==> config.mk <==
export PLATFORM = sky130hd
export DESIGN_NAME = spcg_top
export DESIGN_NICKNAME = d
export VERILOG_FILES = /design/src/hdl/spcg_pkg.sv /design/src/hdl/spcg_top.sv /design/src/hdl/spcg_regbit.sv /design/src/hdl/spcg_gate_out.sv
export SDC_FILE = /design/constraint.sdc
export NUM_CORES = 1
export LEC_CHECK = 0
export ABC_AREA = 1
export ABC_CLOCK_PERIOD_IN_PS = 2400
export BUFFER_PORTS_ARGS = -buffer_cell sky130_fd_sc_hd__buf_2
export CAP_MARGIN = 20
export CORE_MARGIN = 10
export CORE_UTILIZATION = 45
export CTS_CLUSTER_DIAMETER = 50
export DETAILED_ROUTE_END_ITERATION = 7
export HOLD_SLACK_MARGIN = 0.05
export MAX_ROUTING_LAYER = met4
export PLACE_DENSITY = 0.82
export RECOVER_POWER = 25
export SLEW_MARGIN = 40
export SYNTH_ARGS = -nofsm -noshare
export SYNTH_HDL_FRONTEND = slang
export SYNTH_SLANG_ARGS = --single-unit
==> constraint.sdc <==
create_clock -name clk_i -period 2.4 [get_ports clk_i]
set_input_delay 0.36 -clock clk_i [delete_from_list [all_inputs] [get_ports clk_i]]
set_output_delay 0.36 -clock clk_i [all_outputs]
set_load 0.02 [all_outputs]
==> src/hdl/spcg_pkg.sv <==
// package: register map, field positions, reset values and enums of the sleep clock gating block
// Contract
// - apb bit 26 gates comparator clock in sleep
// - apb bit 24 gates converter clock in sleep
// - apb bits 18..16 gate timers two..zero
// - apb bit 12 gates pwm zero clock
// - apb bit 11 gates watchdog clock in sleep
// - apb bit 10 gates real-time clock in sleep
// - apb bit 6 gates i2c zero clock
// - apb bit 4 gates spi zero clock
// - apb bits 1,0 gate serial ports one, zero
// - ahb bits 3..0 gate ports d..a
// - unassigned bits read zero, writes ignored
// - all control bits reset zero, always read-write
package spcg_pkg;
    localparam int unsigned         SPCG_AW          = 8;
    localparam logic [SPCG_AW-1:0]  SPCG_APB_OFFSET  = 8'h50;
    localparam logic [SPCG_AW-1:0]  SPCG_AHB_OFFSET  = 8'h54;
    localparam logic [SPCG_AW-1:0]  SPCG_STAT_OFFSET = 8'h60;
    // apb register field positions
    localparam int unsigned         SPCG_BIT_COMP    = 26;
    localparam int unsigned         SPCG_BIT_ADC     = 24;
    localparam int unsigned         SPCG_BIT_TIM2    = 18;
    localparam int unsigned         SPCG_BIT_TIM1    = 17;
    localparam int unsigned         SPCG_BIT_TIM0    = 16;
    localparam int unsigned         SPCG_BIT_PWM     = 12;
    localparam int unsigned         SPCG_BIT_WDOG    = 11;
    localparam int unsigned         SPCG_BIT_RTC     = 10;
    localparam int unsigned         SPCG_BIT_I2C     = 6;
    localparam int unsigned         SPCG_BIT_SPI     = 4;
    localparam int unsigned         SPCG_BIT_SER1    = 1;
    localparam int unsigned         SPCG_BIT_SER0    = 0;
    localparam int unsigned         SPCG_NPERIPH     = 12;
    localparam int unsigned         SPCG_NPORT       = 4;
    // writable masks: everything else is read-only zero
    localparam logic [31:0]         SPCG_APB_MASK    = 32'h0507_1c53;
    localparam logic [31:0]         SPCG_AHB_MASK    = 32'h0000_000f;
    localparam logic [31:0]         SPCG_RESET_VAL   = 32'h0000_0000;
    // bus answer states, gray along idle -> ack
    typedef enum logic [0:0] {
        SPCG_IDLE = 1'b0,
        SPCG_ACK  = 1'b1
    } spcg_bus_e;
endpackage : spcg_pkg

==> src/hdl/spcg_top.sv <==
// file: sleep-mode peripheral clock gating registers with wishbone slave
`timescale 1ns/1ps
module spcg_top
    import spcg_pkg::*;
(
    input  wire logic                        clk_i,
    input  wire logic                        rst_i,
    input  wire logic                        cyc_i,
    input  wire logic                        stb_i,
    input  wire logic                        we_i,
    input  wire logic [SPCG_AW-1:0]          adr_i,
    input  wire logic [3:0]                  sel_i,
    input  wire logic [31:0]                 dat_i,
    input  wire logic                        sleep_i,
    input  wire logic [SPCG_NPERIPH-1:0]     periph_run_en_i,
    input  wire logic [SPCG_NPORT-1:0]       port_run_en_i,
    output logic      [31:0]                 dat_o,
    output logic                             ack_o,
    output logic      [SPCG_NPERIPH-1:0]     periph_clk_en_o,
    output logic      [SPCG_NPORT-1:0]       port_clk_en_o
);
    spcg_bus_e    bus_reg;
    spcg_bus_e    bus_next;
    logic [31:0]  dat_reg;
    logic [31:0]  dat_next;
    logic [31:0]  apb_q;
    logic [31:0]  ahb_q;
    logic         req;
    logic         ack_reg;
    logic         hit_apb;
    logic         hit_ahb;
    logic         hit_stat;
    logic [31:0]  stat_word;
    logic [SPCG_NPERIPH-1:0] periph_keep;
    logic [SPCG_NPORT-1:0]   port_keep;
    logic [SPCG_NPERIPH-1:0] periph_en_w;
    logic [SPCG_NPORT-1:0]   port_en_w;

    // new request taken only while idle, so each access acks exactly once
    assign req      = cyc_i & stb_i & (bus_reg == SPCG_IDLE);
    assign hit_apb  = (adr_i == SPCG_APB_OFFSET);
    assign hit_ahb  = (adr_i == SPCG_AHB_OFFSET);
    assign hit_stat = (adr_i == SPCG_STAT_OFFSET);

    // the two control registers
    spcg_regbit #(
        .MASK (SPCG_APB_MASK)
    ) u_apb (
        .clk_i   (clk_i),
        .rst_i   (rst_i),
        .we_i    (req & we_i & hit_apb),
        .sel_i   (sel_i),
        .wdata_i (dat_i),
        .q_o     (apb_q)
    );

    spcg_regbit #(
        .MASK (SPCG_AHB_MASK)
    ) u_ahb (
        .clk_i   (clk_i),
        .rst_i   (rst_i),
        .we_i    (req & we_i & hit_ahb),
        .sel_i   (sel_i),
        .wdata_i (dat_i),
        .q_o     (ahb_q)
    );

    // field extraction toward the peripheral gates
    assign periph_keep[11] = apb_q[SPCG_BIT_COMP];
    assign periph_keep[10] = apb_q[SPCG_BIT_ADC];
    assign periph_keep[9]  = apb_q[SPCG_BIT_TIM2];
    assign periph_keep[8]  = apb_q[SPCG_BIT_TIM1];
    assign periph_keep[7]  = apb_q[SPCG_BIT_TIM0];
    assign periph_keep[6]  = apb_q[SPCG_BIT_PWM];
    assign periph_keep[5]  = apb_q[SPCG_BIT_WDOG];
    assign periph_keep[4]  = apb_q[SPCG_BIT_RTC];
    assign periph_keep[3]  = apb_q[SPCG_BIT_I2C];
    assign periph_keep[2]  = apb_q[SPCG_BIT_SPI];
    assign periph_keep[1]  = apb_q[SPCG_BIT_SER1];
    assign periph_keep[0]  = apb_q[SPCG_BIT_SER0];
    assign port_keep       = ahb_q[SPCG_NPORT-1:0];

    // enables as gated now, readable for status
    spcg_gate_out #(
        .N (SPCG_NPERIPH)
    ) u_pgate (
        .clk_i    (clk_i),
        .rst_i    (rst_i),
        .sleep_i  (sleep_i),
        .run_en_i (periph_run_en_i),
        .keep_i   (periph_keep),
        .clk_en_o (periph_en_w)
    );

    spcg_gate_out #(
        .N (SPCG_NPORT)
    ) u_qgate (
        .clk_i    (clk_i),
        .rst_i    (rst_i),
        .sleep_i  (sleep_i),
        .run_en_i (port_run_en_i),
        .keep_i   (port_keep),
        .clk_en_o (port_en_w)
    );

    assign periph_clk_en_o = periph_en_w;
    assign port_clk_en_o   = port_en_w;

    // status word: live enables and sleep flag
    assign stat_word = {11'h000, sleep_i, port_en_w, 4'h0, periph_en_w};

    // read mux; unmapped addresses read zero and still ack
    assign dat_next = !req      ? dat_reg :
                      hit_apb   ? apb_q   :
                      hit_ahb   ? ahb_q   :
                      hit_stat  ? stat_word :
                                  32'h0000_0000;

    // one wait state: ack the cycle after the request, drop it the next
    always_comb begin
        bus_next = bus_reg;
        unique case (bus_reg)
            SPCG_IDLE: if (req) begin
                bus_next = SPCG_ACK;
            end
            SPCG_ACK: bus_next = SPCG_IDLE;
        endcase
    end

    always_ff @(posedge clk_i) begin
        if (rst_i) begin
            bus_reg <= SPCG_IDLE;
            dat_reg <= 32'h0000_0000;
            ack_reg <= 1'b0;
        end else begin
            bus_reg <= bus_next;
            dat_reg <= dat_next;
            ack_reg <= (bus_next == SPCG_ACK); // ack straight from its own flop
        end
    end

    assign ack_o = ack_reg;
    assign dat_o = dat_reg;
endmodule : spcg_top

==> src/hdl/spcg_regbit.sv <==
// file: one masked 32-bit control register with synchronous reset
`timescale 1ns/1ps
module spcg_regbit
    import spcg_pkg::*;
#(
    parameter logic [31:0] MASK = 32'h0000_0000
) (
    input  wire logic        clk_i,
    input  wire logic        rst_i,
    input  wire logic        we_i,
    input  wire logic [3:0]  sel_i,
    input  wire logic [31:0] wdata_i,
    output logic      [31:0] q_o
);
    logic [31:0] q_reg;
    logic [31:0] q_next;
    logic [31:0] lane_mask;

    // byte enables widened to a bit mask
    genvar g;
    generate
        for (g = 0; g < 4; g++) begin : g_lane
            assign lane_mask[g*8 +: 8] = {8{sel_i[g]}};
        end
    endgenerate

    // unassigned positions never store a value
    assign q_next = we_i ? (((q_reg & ~lane_mask) | (wdata_i & lane_mask)) & MASK)
                         : q_reg;

    // storage, cleared by reset
    always_ff @(posedge clk_i) begin
        if (rst_i) begin
            q_reg <= SPCG_RESET_VAL;
        end else begin
            q_reg <= q_next;
        end
    end

    assign q_o = q_reg;
endmodule : spcg_regbit

==> src/hdl/spcg_gate_out.sv <==
// file: per-line clock enable stage applying sleep gating
`timescale 1ns/1ps
module spcg_gate_out #(
    parameter int unsigned N = 1
) (
    input  wire logic         clk_i,
    input  wire logic         rst_i,
    input  wire logic         sleep_i,
    input  wire logic [N-1:0] run_en_i,
    input  wire logic [N-1:0] keep_i,
    output logic      [N-1:0] clk_en_o
);
    logic [N-1:0] en_reg;
    logic [N-1:0] en_next;

    // in run mode follow ordinary enable; in sleep a set bit keeps the clock
    assign en_next = sleep_i ? (run_en_i & keep_i) : run_en_i;

    // registered enable feeds the glitch-free gate cell
    always_ff @(posedge clk_i) begin
        if (rst_i) begin
            en_reg <= '0;
        end else begin
            en_reg <= en_next;
        end
    end

    assign clk_en_o = en_reg;
endmodule : spcg_gate_out

==> results of run 1 <==
stage by stage:
| stage | instance area, um^2 | total power (W) | utilization [%] | hold slack (ns) |
|---|---|---|---|---|
| final | 2760 | 0.00163 | 57.6 | 0.252 |
| after global routing | 2760 | 0.00169 | 57.6 | 0.256 |
| after CTS | 2770 | 0.00164 | 57.8 | 0.246 |
| after detailed placement | 2670 | 0.00113 | 55.8 | 0.453 |
| after global placement | 2670 | 0.00112 | 55.8 | 0.444 |
| after floorplan | 2290 | 0.00106 | - | 0.441 |
final cells by class:
type                            count  area (um^2)
Tap cell                           67         83.8
Fill cell                         477         2030
Clock inverter                      3         26.3
Multi-Input combinational cell    217          978
Clock buffer                        5         68.8
Inverter                           28          106
Timing Repair Buffer               86          430
Sequential cell                    53         1060
worst min path at each step:
stage / start / end / slack (ns) / cells after the start
2_1_floorplan: flop / u_pgate.clk_en_o[8] / 0.44 / 2
3_3_place_gp: u_pgate.clk_en_o[7] / dat_o[7] / 0.44 / 2
3_5_place_dp: dat_o[1] / dat_o[1] / 0.45 / 2
4_1_cts: periph_run_en_i[11] / u_pgate.clk_en_o[11] / 0.25 / 3
5_1_grt: periph_run_en_i[4] / u_pgate.clk_en_o[4] / 0.26 / 3
6_report: periph_run_en_i[11] / u_pgate.clk_en_o[11] / 0.25 / 3
critical path, stage by stage (launching register included):
cell,delay (ns)
dfxtp_1,0.34
nor2_4,0.11
inv_1,0.26
nor2_8,0.25
nand2_2,0.09
nor2_4,0.13
inv_2,0.06
nor2_1,0.09
nor2_1,0.05
metal layers:
metal  vias to the layer above  global-route usage [%]  part of all wire (%)
met2                        75                    26.4                    49
met4                         0                    6.37                   2.6
met3                        14                    3.82                   6.6
met5                         -                       -                     0
met1                       960                    16.9                    42
li1                       1113                       -                     -
layout by cell type, fill, tap and decap left out, types with 2 or more instances in the layout:
master    instances
a21oi_1          20
buf_2            80
buf_4             2
clkbuf_1          4
clkbuf_8          5
clkinv_4          2
conb_1           12
dfxtp_1          53
inv_1            25
nand2_1          70
nand2_2           2
nand3_1          17
nand3b_1          2
nand4_1           4
nor2_1           55
nor2_2            2
nor2_4            3
o21ai_0          24
logic make-up after synthesis:
group	Yosys count	share of synthesized area [%]
flip-flops	53	47.2
other	1	0.167
AND/OR/NAND/NOR	159	31.4
buffers and inverters	50	10.8
AO/OA/AOI/OAI	46	10.4
power by group:
part	internal (W)	leakage (nW)	total (W)	switching [W]
combinational	0.0000649	0.896	0.000194	0.000129
sequential	0.000900	0.431	0.000911	0.0000106
clock	0.000213	0.0487	0.000521	0.000308
==> key figures, run 1 <==
Outcome
  • Status: finished, final reports clean

Synth
  • Synth cell types: 27
  • Async SR Flop Fraction: 0%
  • Post-synth top area cell: dfxtp_1
  • Most frequent cell after synthesis: nand2_1
  • Synth top area cells: dfxtp_1, nand2_1, nor2_1
  • Synth top area share: 47.2%
  • Cell area after synthesis: 2250 um^2
  • #FFs+latches synth: 53
  • EDFF count, synth: 0
  • Top cells by count, synth: nand2_1, nor2_1, dfxtp_1
  • Cell count after synthesis: 309
  • Sequential fraction of the synthesis area: 47.2%
  • Total number of yosys warnings: 0
  • Main synth FF type: dfxtp_1
  • Syn Area/Cell: 7.28 um^2

Route
  • Total wire length: 6.29 mm
  • Initial DRC count: 142
  • Wirelength per Cell: 13.7 um
  • DR vias: 2162
  • Antenna-violating nets left: 0
  • Detailed Routing Iterations Pass 1: 4
  • # DRC: 0
  • Via density: 4.71

Finish
  • Nets: 457
  • Share of post-route cells with drive strength above 1: 26.0%
  • Area grow syn2layout: 22.5%
  • ANT cells: 0
  • Finished Layout Cells: 459

Placed design
  • RD Place Congestion: 0.830
  • HPWL Detailed: 4.90 mm
  • PortBufs: 84
  • Placed insts: 451
  • Pre-CTS WS: 0.812 ns

Hold path
  • Hold Crit Class: primary input to flop

Pwr
  • Cell Pwr Density: 590 nW/um^2
  • VDD IR-drop max: 0.000384 V
  • Leak Pwr: 1.38 nW

Setup path
  • Worst Path Max Fanout: 13
  • WP data required: 2.61 ns
  • Crit end category: flop
  • Setup CP Type: flop to flop
  • Cells on worst reg2reg path: 8
  • CP Launch Point: ack_o
  • Reg2reg start: ack_o
  • Critical Path AT: 1.68 ns
  • CP startpoint kind: flop
  • Worst reg2reg setup slack: 0.94 ns

STA
  • Unrepaired setup endpoints after global routing: no
  • Setup violators final: 0
  • Setup TNS: 0 ns
  • Clock skew: 0.0127 ns
  • Slew HR: 61.4%
  • Fmax: 684 MHz
  • Period utilization: 60.9%
  • Final WS setup: 0.937 ns
  • Slew Limit Fails: 0
  • Fin. Hold Viols: 0
  • Tmin final: 1.46 ns
  • Least-Margin Pin Slew: 0.578 ns

Floorplanning
  • Starting Density: 47.0%
  • Num ports: 115
  • Die H: 90.7 um
  • Row cnt: 25
  • Placeable Area: 4790 um^2
  • Die width: 90.7 um
  • DIE AREA: 8230 um^2

Clock tree
  • # resized after CTS: 0
  • CTS sink count: 53
  • Worst-Skew Late Latency: 0.32 ns
  • CTS tree: done
  • Clock transition at path regs: 0.10 ns
  • Clock root cell: clkbuf_8
  • H-tree level count: 2
  • Setup bufs post-CTS: 0
  • Total CTS buffers: 5
  • # hold bufs at CTS: 0
  • Clk buf depth: 2

Global route
  • Vias in the first global route: 2127
  • GRT overflow: 0
  • Initial antenna violation count: 0
  • First-pass GRT wire length: 10.2 mm
  • Gr usage total: 15.5%
  • Pin count of the biggest net entering global routing: 36

Job
  • Max cap viols: 0
No activity file was read; power rests on OpenSTA's default activity.
==> run 2: changes to the inputs <==
--- a/config.mk
+++ b/config.mk
@@ -6,16 +6,16 @@
 export NUM_CORES = 1
 export LEC_CHECK = 0
 export ABC_AREA = 1
-export ABC_CLOCK_PERIOD_IN_PS = 2400
+export ABC_CLOCK_PERIOD_IN_PS = 1300
 export BUFFER_PORTS_ARGS = -buffer_cell sky130_fd_sc_hd__buf_2
 export CAP_MARGIN = 20
 export CORE_MARGIN = 10
-export CORE_UTILIZATION = 45
+export CORE_UTILIZATION = 41
 export CTS_CLUSTER_DIAMETER = 50
 export DETAILED_ROUTE_END_ITERATION = 7
 export HOLD_SLACK_MARGIN = 0.05
 export MAX_ROUTING_LAYER = met4
-export PLACE_DENSITY = 0.82
+export PLACE_DENSITY = 0.79
 export RECOVER_POWER = 25
 export SLEW_MARGIN = 40
 export SYNTH_ARGS = -nofsm -noshare
==> constraint.sdc (replaced) <==
create_clock -name clk_i -period 1.3 [get_ports clk_i]
set_input_delay 0.195 -clock clk_i [delete_from_list [all_inputs] [get_ports clk_i]]
set_output_delay 0.195 -clock clk_i [all_outputs]
set_load 0.02 [all_outputs]
==> run 2 against run 1 <==
Highest routed layer unchanged. Sequential share of layout area fell by 1.6 points. Combinational power up 96%. Die area increased by 7.6%. Sequential power rose by 84%. First-iteration DRC count decreased by 13%. Hold slack lost 0.14 ns.
==> key figures, run 2 (same netlist as run 1, synthesis figures left out) <==
Outcome
  • Status: finished, final reports clean

Clock tree
  • Total CTS buffers: 5 (unchanged)
  • Worst-Skew Late Latency: 0.30 ns (-0.02 ns)
  • Clock transition at path regs: 0.09 ns (about the same)
  • # hold bufs at CTS: 0 (unchanged)
  • Clock root cell: clkbuf_8
  • CTS tree: done
  • H-tree level count: 2 (unchanged)
  • Clk buf depth: 2 (unchanged)
  • CTS sink count: 53 (unchanged)

Pwr
  • Sw frac: 25.2% (-2.3 points)
  • Internal power: 0.00238 W (+100%)
  • Power share of the combinational group: 12.0% (about the same)
  • Cell Pwr Density: 1100 nW/um^2 (+87%)
  • Psw: 0.000800 W (+79%)
  • Sequential Power Share: 52.9% (-3.1 points)
  • VDD IR-drop max: 0.000434 V (+13%)
  • Leak Pwr: 1.43 nW (+4.1%)
  • Clock Power Share: 35.1% (+3.1 points)
  • Total power: 0.00318 W (+95%)

Floorplanning
  • Num ports: 115 (unchanged)
  • Die width: 94.1 um (+3.7%)
  • Placeable Area: 5200 um^2 (+8.8%)
  • Row cnt: 26 (+4.0%)
  • DIE AREA: 8850 um^2 (+7.6%)
  • Starting Density: 43.2% (-3.8 points)
  • Die H: 94.1 um (+3.7%)

STA
  • Clock skew: 0.0108 ns (-0.00194 ns)
  • Unrepaired setup endpoints after global routing: yes
  • Setup TNS: 0 ns (unchanged)
  • Setup violators final: 0 (unchanged)
  • Final WS setup: 0.0575 ns (-0.880 ns)
  • Fmax: 805 MHz (+18%)
  • Period utilization: 95.6% (+35 points)
  • Fin. Hold Viols: 0 (unchanged)
  • Hold Slack: 0.112 ns (-0.141 ns)
  • Tmin final: 1.24 ns (-0.220 ns)
  • Slew Limit Fails: 0 (unchanged)

Route
  • Detailed Routing Iterations Pass 1: 4 (unchanged)
  • Via density: 4.66 (-1.1%)
  • Total wire length: 6.43 mm (+2.1%)
  • Wirelength per Cell: 13.6 um (-1.1%)
  • DR vias: 2209 (+2.2%)
  • Antenna-violating nets left: 0 (unchanged)
  • # DRC: 0 (unchanged)
  • Initial DRC count: 123 (-13%)

Setup path
  • WP data required: 1.50 ns (-1.11 ns)
  • Worst reg2reg setup slack: 0.06 ns (-0.88 ns)
  • Reg2reg start: ack_o
  • CP startpoint kind: flop
  • Slowest cell on the critical path: dfxtp_2
  • Worst path depth: 8 (unchanged)
  • Worst Path Max Fanout: 8 (-5)
  • Setup CP Type: flop to flop
  • Critical-path cell list: nor2_4, inv_4, nor2_8, nand2_2, nor2_4, inv_2, nor2_1, nor2_1
  • Critical path buffers and inverters: 2 (unchanged)
  • Crit end category: flop
  • Critical Path AT: 1.44 ns (-0.24 ns)
  • CP top delay family: simple AND/OR/NAND/NOR gates
  • CP peak stage delay: 0.34 ns (about the same)
  • Cells on worst reg2reg path: 8 (unchanged)
  • CP Launch Point: ack_o

Global route
  • Pin count of the biggest net entering global routing: 36 (unchanged)
  • Gr usage total: 14.6% (-0.96 points)
  • First-pass GRT wire length: 9.99 mm (-1.9%)
  • GRT overflow: 0 (unchanged)
  • Initial antenna violation count: 0 (unchanged)
  • Vias in the first global route: 2179 (+2.4%)

Placed design
  • PortBufs: 84 (unchanged)
  • Pre-CTS WS: -0.00206 ns (-0.814 ns)
  • HPWL Detailed: 5.16 mm (+5.3%)
  • RD Place Congestion: 0.883 (+6.5%)

Finish
  • Nets: 469 (+2.6%)
  • Register Area: 1060 um^2 (+0.12%)
  • ANT cells: 0 (unchanged)
  • Most frequent cells in the layout: buf_2, nand2_1, nor2_1
  • Fill count: 539 (+13%)
  • Share of post-route cells with drive strength above 1: 28.5% (+2.4 points)
  • Footprint of the multi-input gates: 993 um^2 (+1.5%)
  • Area grow syn2layout: 28.0%
  • Most common cell after layout, fill and taps aside: buf_2

Job
  • Max cap viols: 0 (unchanged)

Hold path
  • Hold Crit Class: primary input to flop
[run 2: cell types whose count changed in the layout (fill, tap and decap cells not counted), sizes merged]
| cell | before | now |
|---|---|---|
| inv | 27 | 26 |
| clkinv | 4 | 3 |
| clkbuf | 9 | 12 |
| bufinv | 0 | 1 |
| buf | 82 | 92 |
[run 2: metal layers]
| layer | GRT usage (%) | vias up | share of wire [%] |
|---|---|---|---|
| met2 | 23.6 | 71 | 47 |
| met4 | 4.43 | 0 | 1.5 |
| met1 | 16.9 | 989 | 44 |
| li1 | - | 1138 | - |
| met5 | - | - | 0 |
| met3 | 4.56 | 11 | 7.9 |
[run 2: worst register-to-register path: stages, from the launching register on]
cell	delay (ns)
dfxtp_2	0.34
nor2_4	0.13
inv_4	0.07
nor2_8	0.16
nand2_2	0.09
nor2_4	0.14
inv_2	0.07
nor2_1	0.10
nor2_1	0.05
[run 2: how the worst min path moves through the flow]
stage / to / from / cells past startpoint / slack, ns
6_report: flop / dat_i[24] / 3 / 0.11
5_1_grt: u_pgate.clk_en_o[5] / periph_run_en_i[5] / 3 / 0.11
4_1_cts: u_pgate.clk_en_o[11] / periph_run_en_i[11] / 3 / 0.11
3_5_place_dp: flop / dat_i[26] / 3 / 0.43
3_3_place_gp: flop / dat_i[17] / 3 / 0.42
2_1_floorplan: u_pgate.clk_en_o[10] / sleep_i / 1 / 0.29
[run 2: what timing repair did]
| item | in CTS | in global routing |
|---|---|---|
| setup endpoints to repair | 0 | 15 |
| gates resized for setup | 0 | 7 |
| setup buffers | 0 | 2 |
| endpoints found under the hold margin | 0 | 0 |
[run 2: area by class of cell]
class                           instances  area share [%]
Clock inverter                          2            1.35
Sequential cell                        53            36.9
Timing Repair Buffer                   98            17.9
Multi-Input combinational cell        217            34.5
Inverter                               28            3.78
Clock buffer                            6            2.52
Tap cell                               70            3.04
[run 2: per-stage QoR]
step                cell area [um^2]  util (%)  cells
finish                          2880      55.3    474
CTS                             2860      55.0    472
detailed placement              2750      52.9    464
global placement                2750      52.9    464
floorplan                       2290         -    320
global route                    2880      55.3    474
[run 2: power by group through the flow]
stage | combinational, W | sequential, W | clock [W]
after global routing | 0.000423 | 0.00169 | 0.00121
after global placement | 0.000370 | 0.00172 | 0
final | 0.000380 | 0.00168 | 0.00112
after CTS | 0.000375 | 0.00168 | 0.00113
after detailed placement | 0.000374 | 0.00172 | 0
after floorplan | 0.000191 | 0.00177 | 0
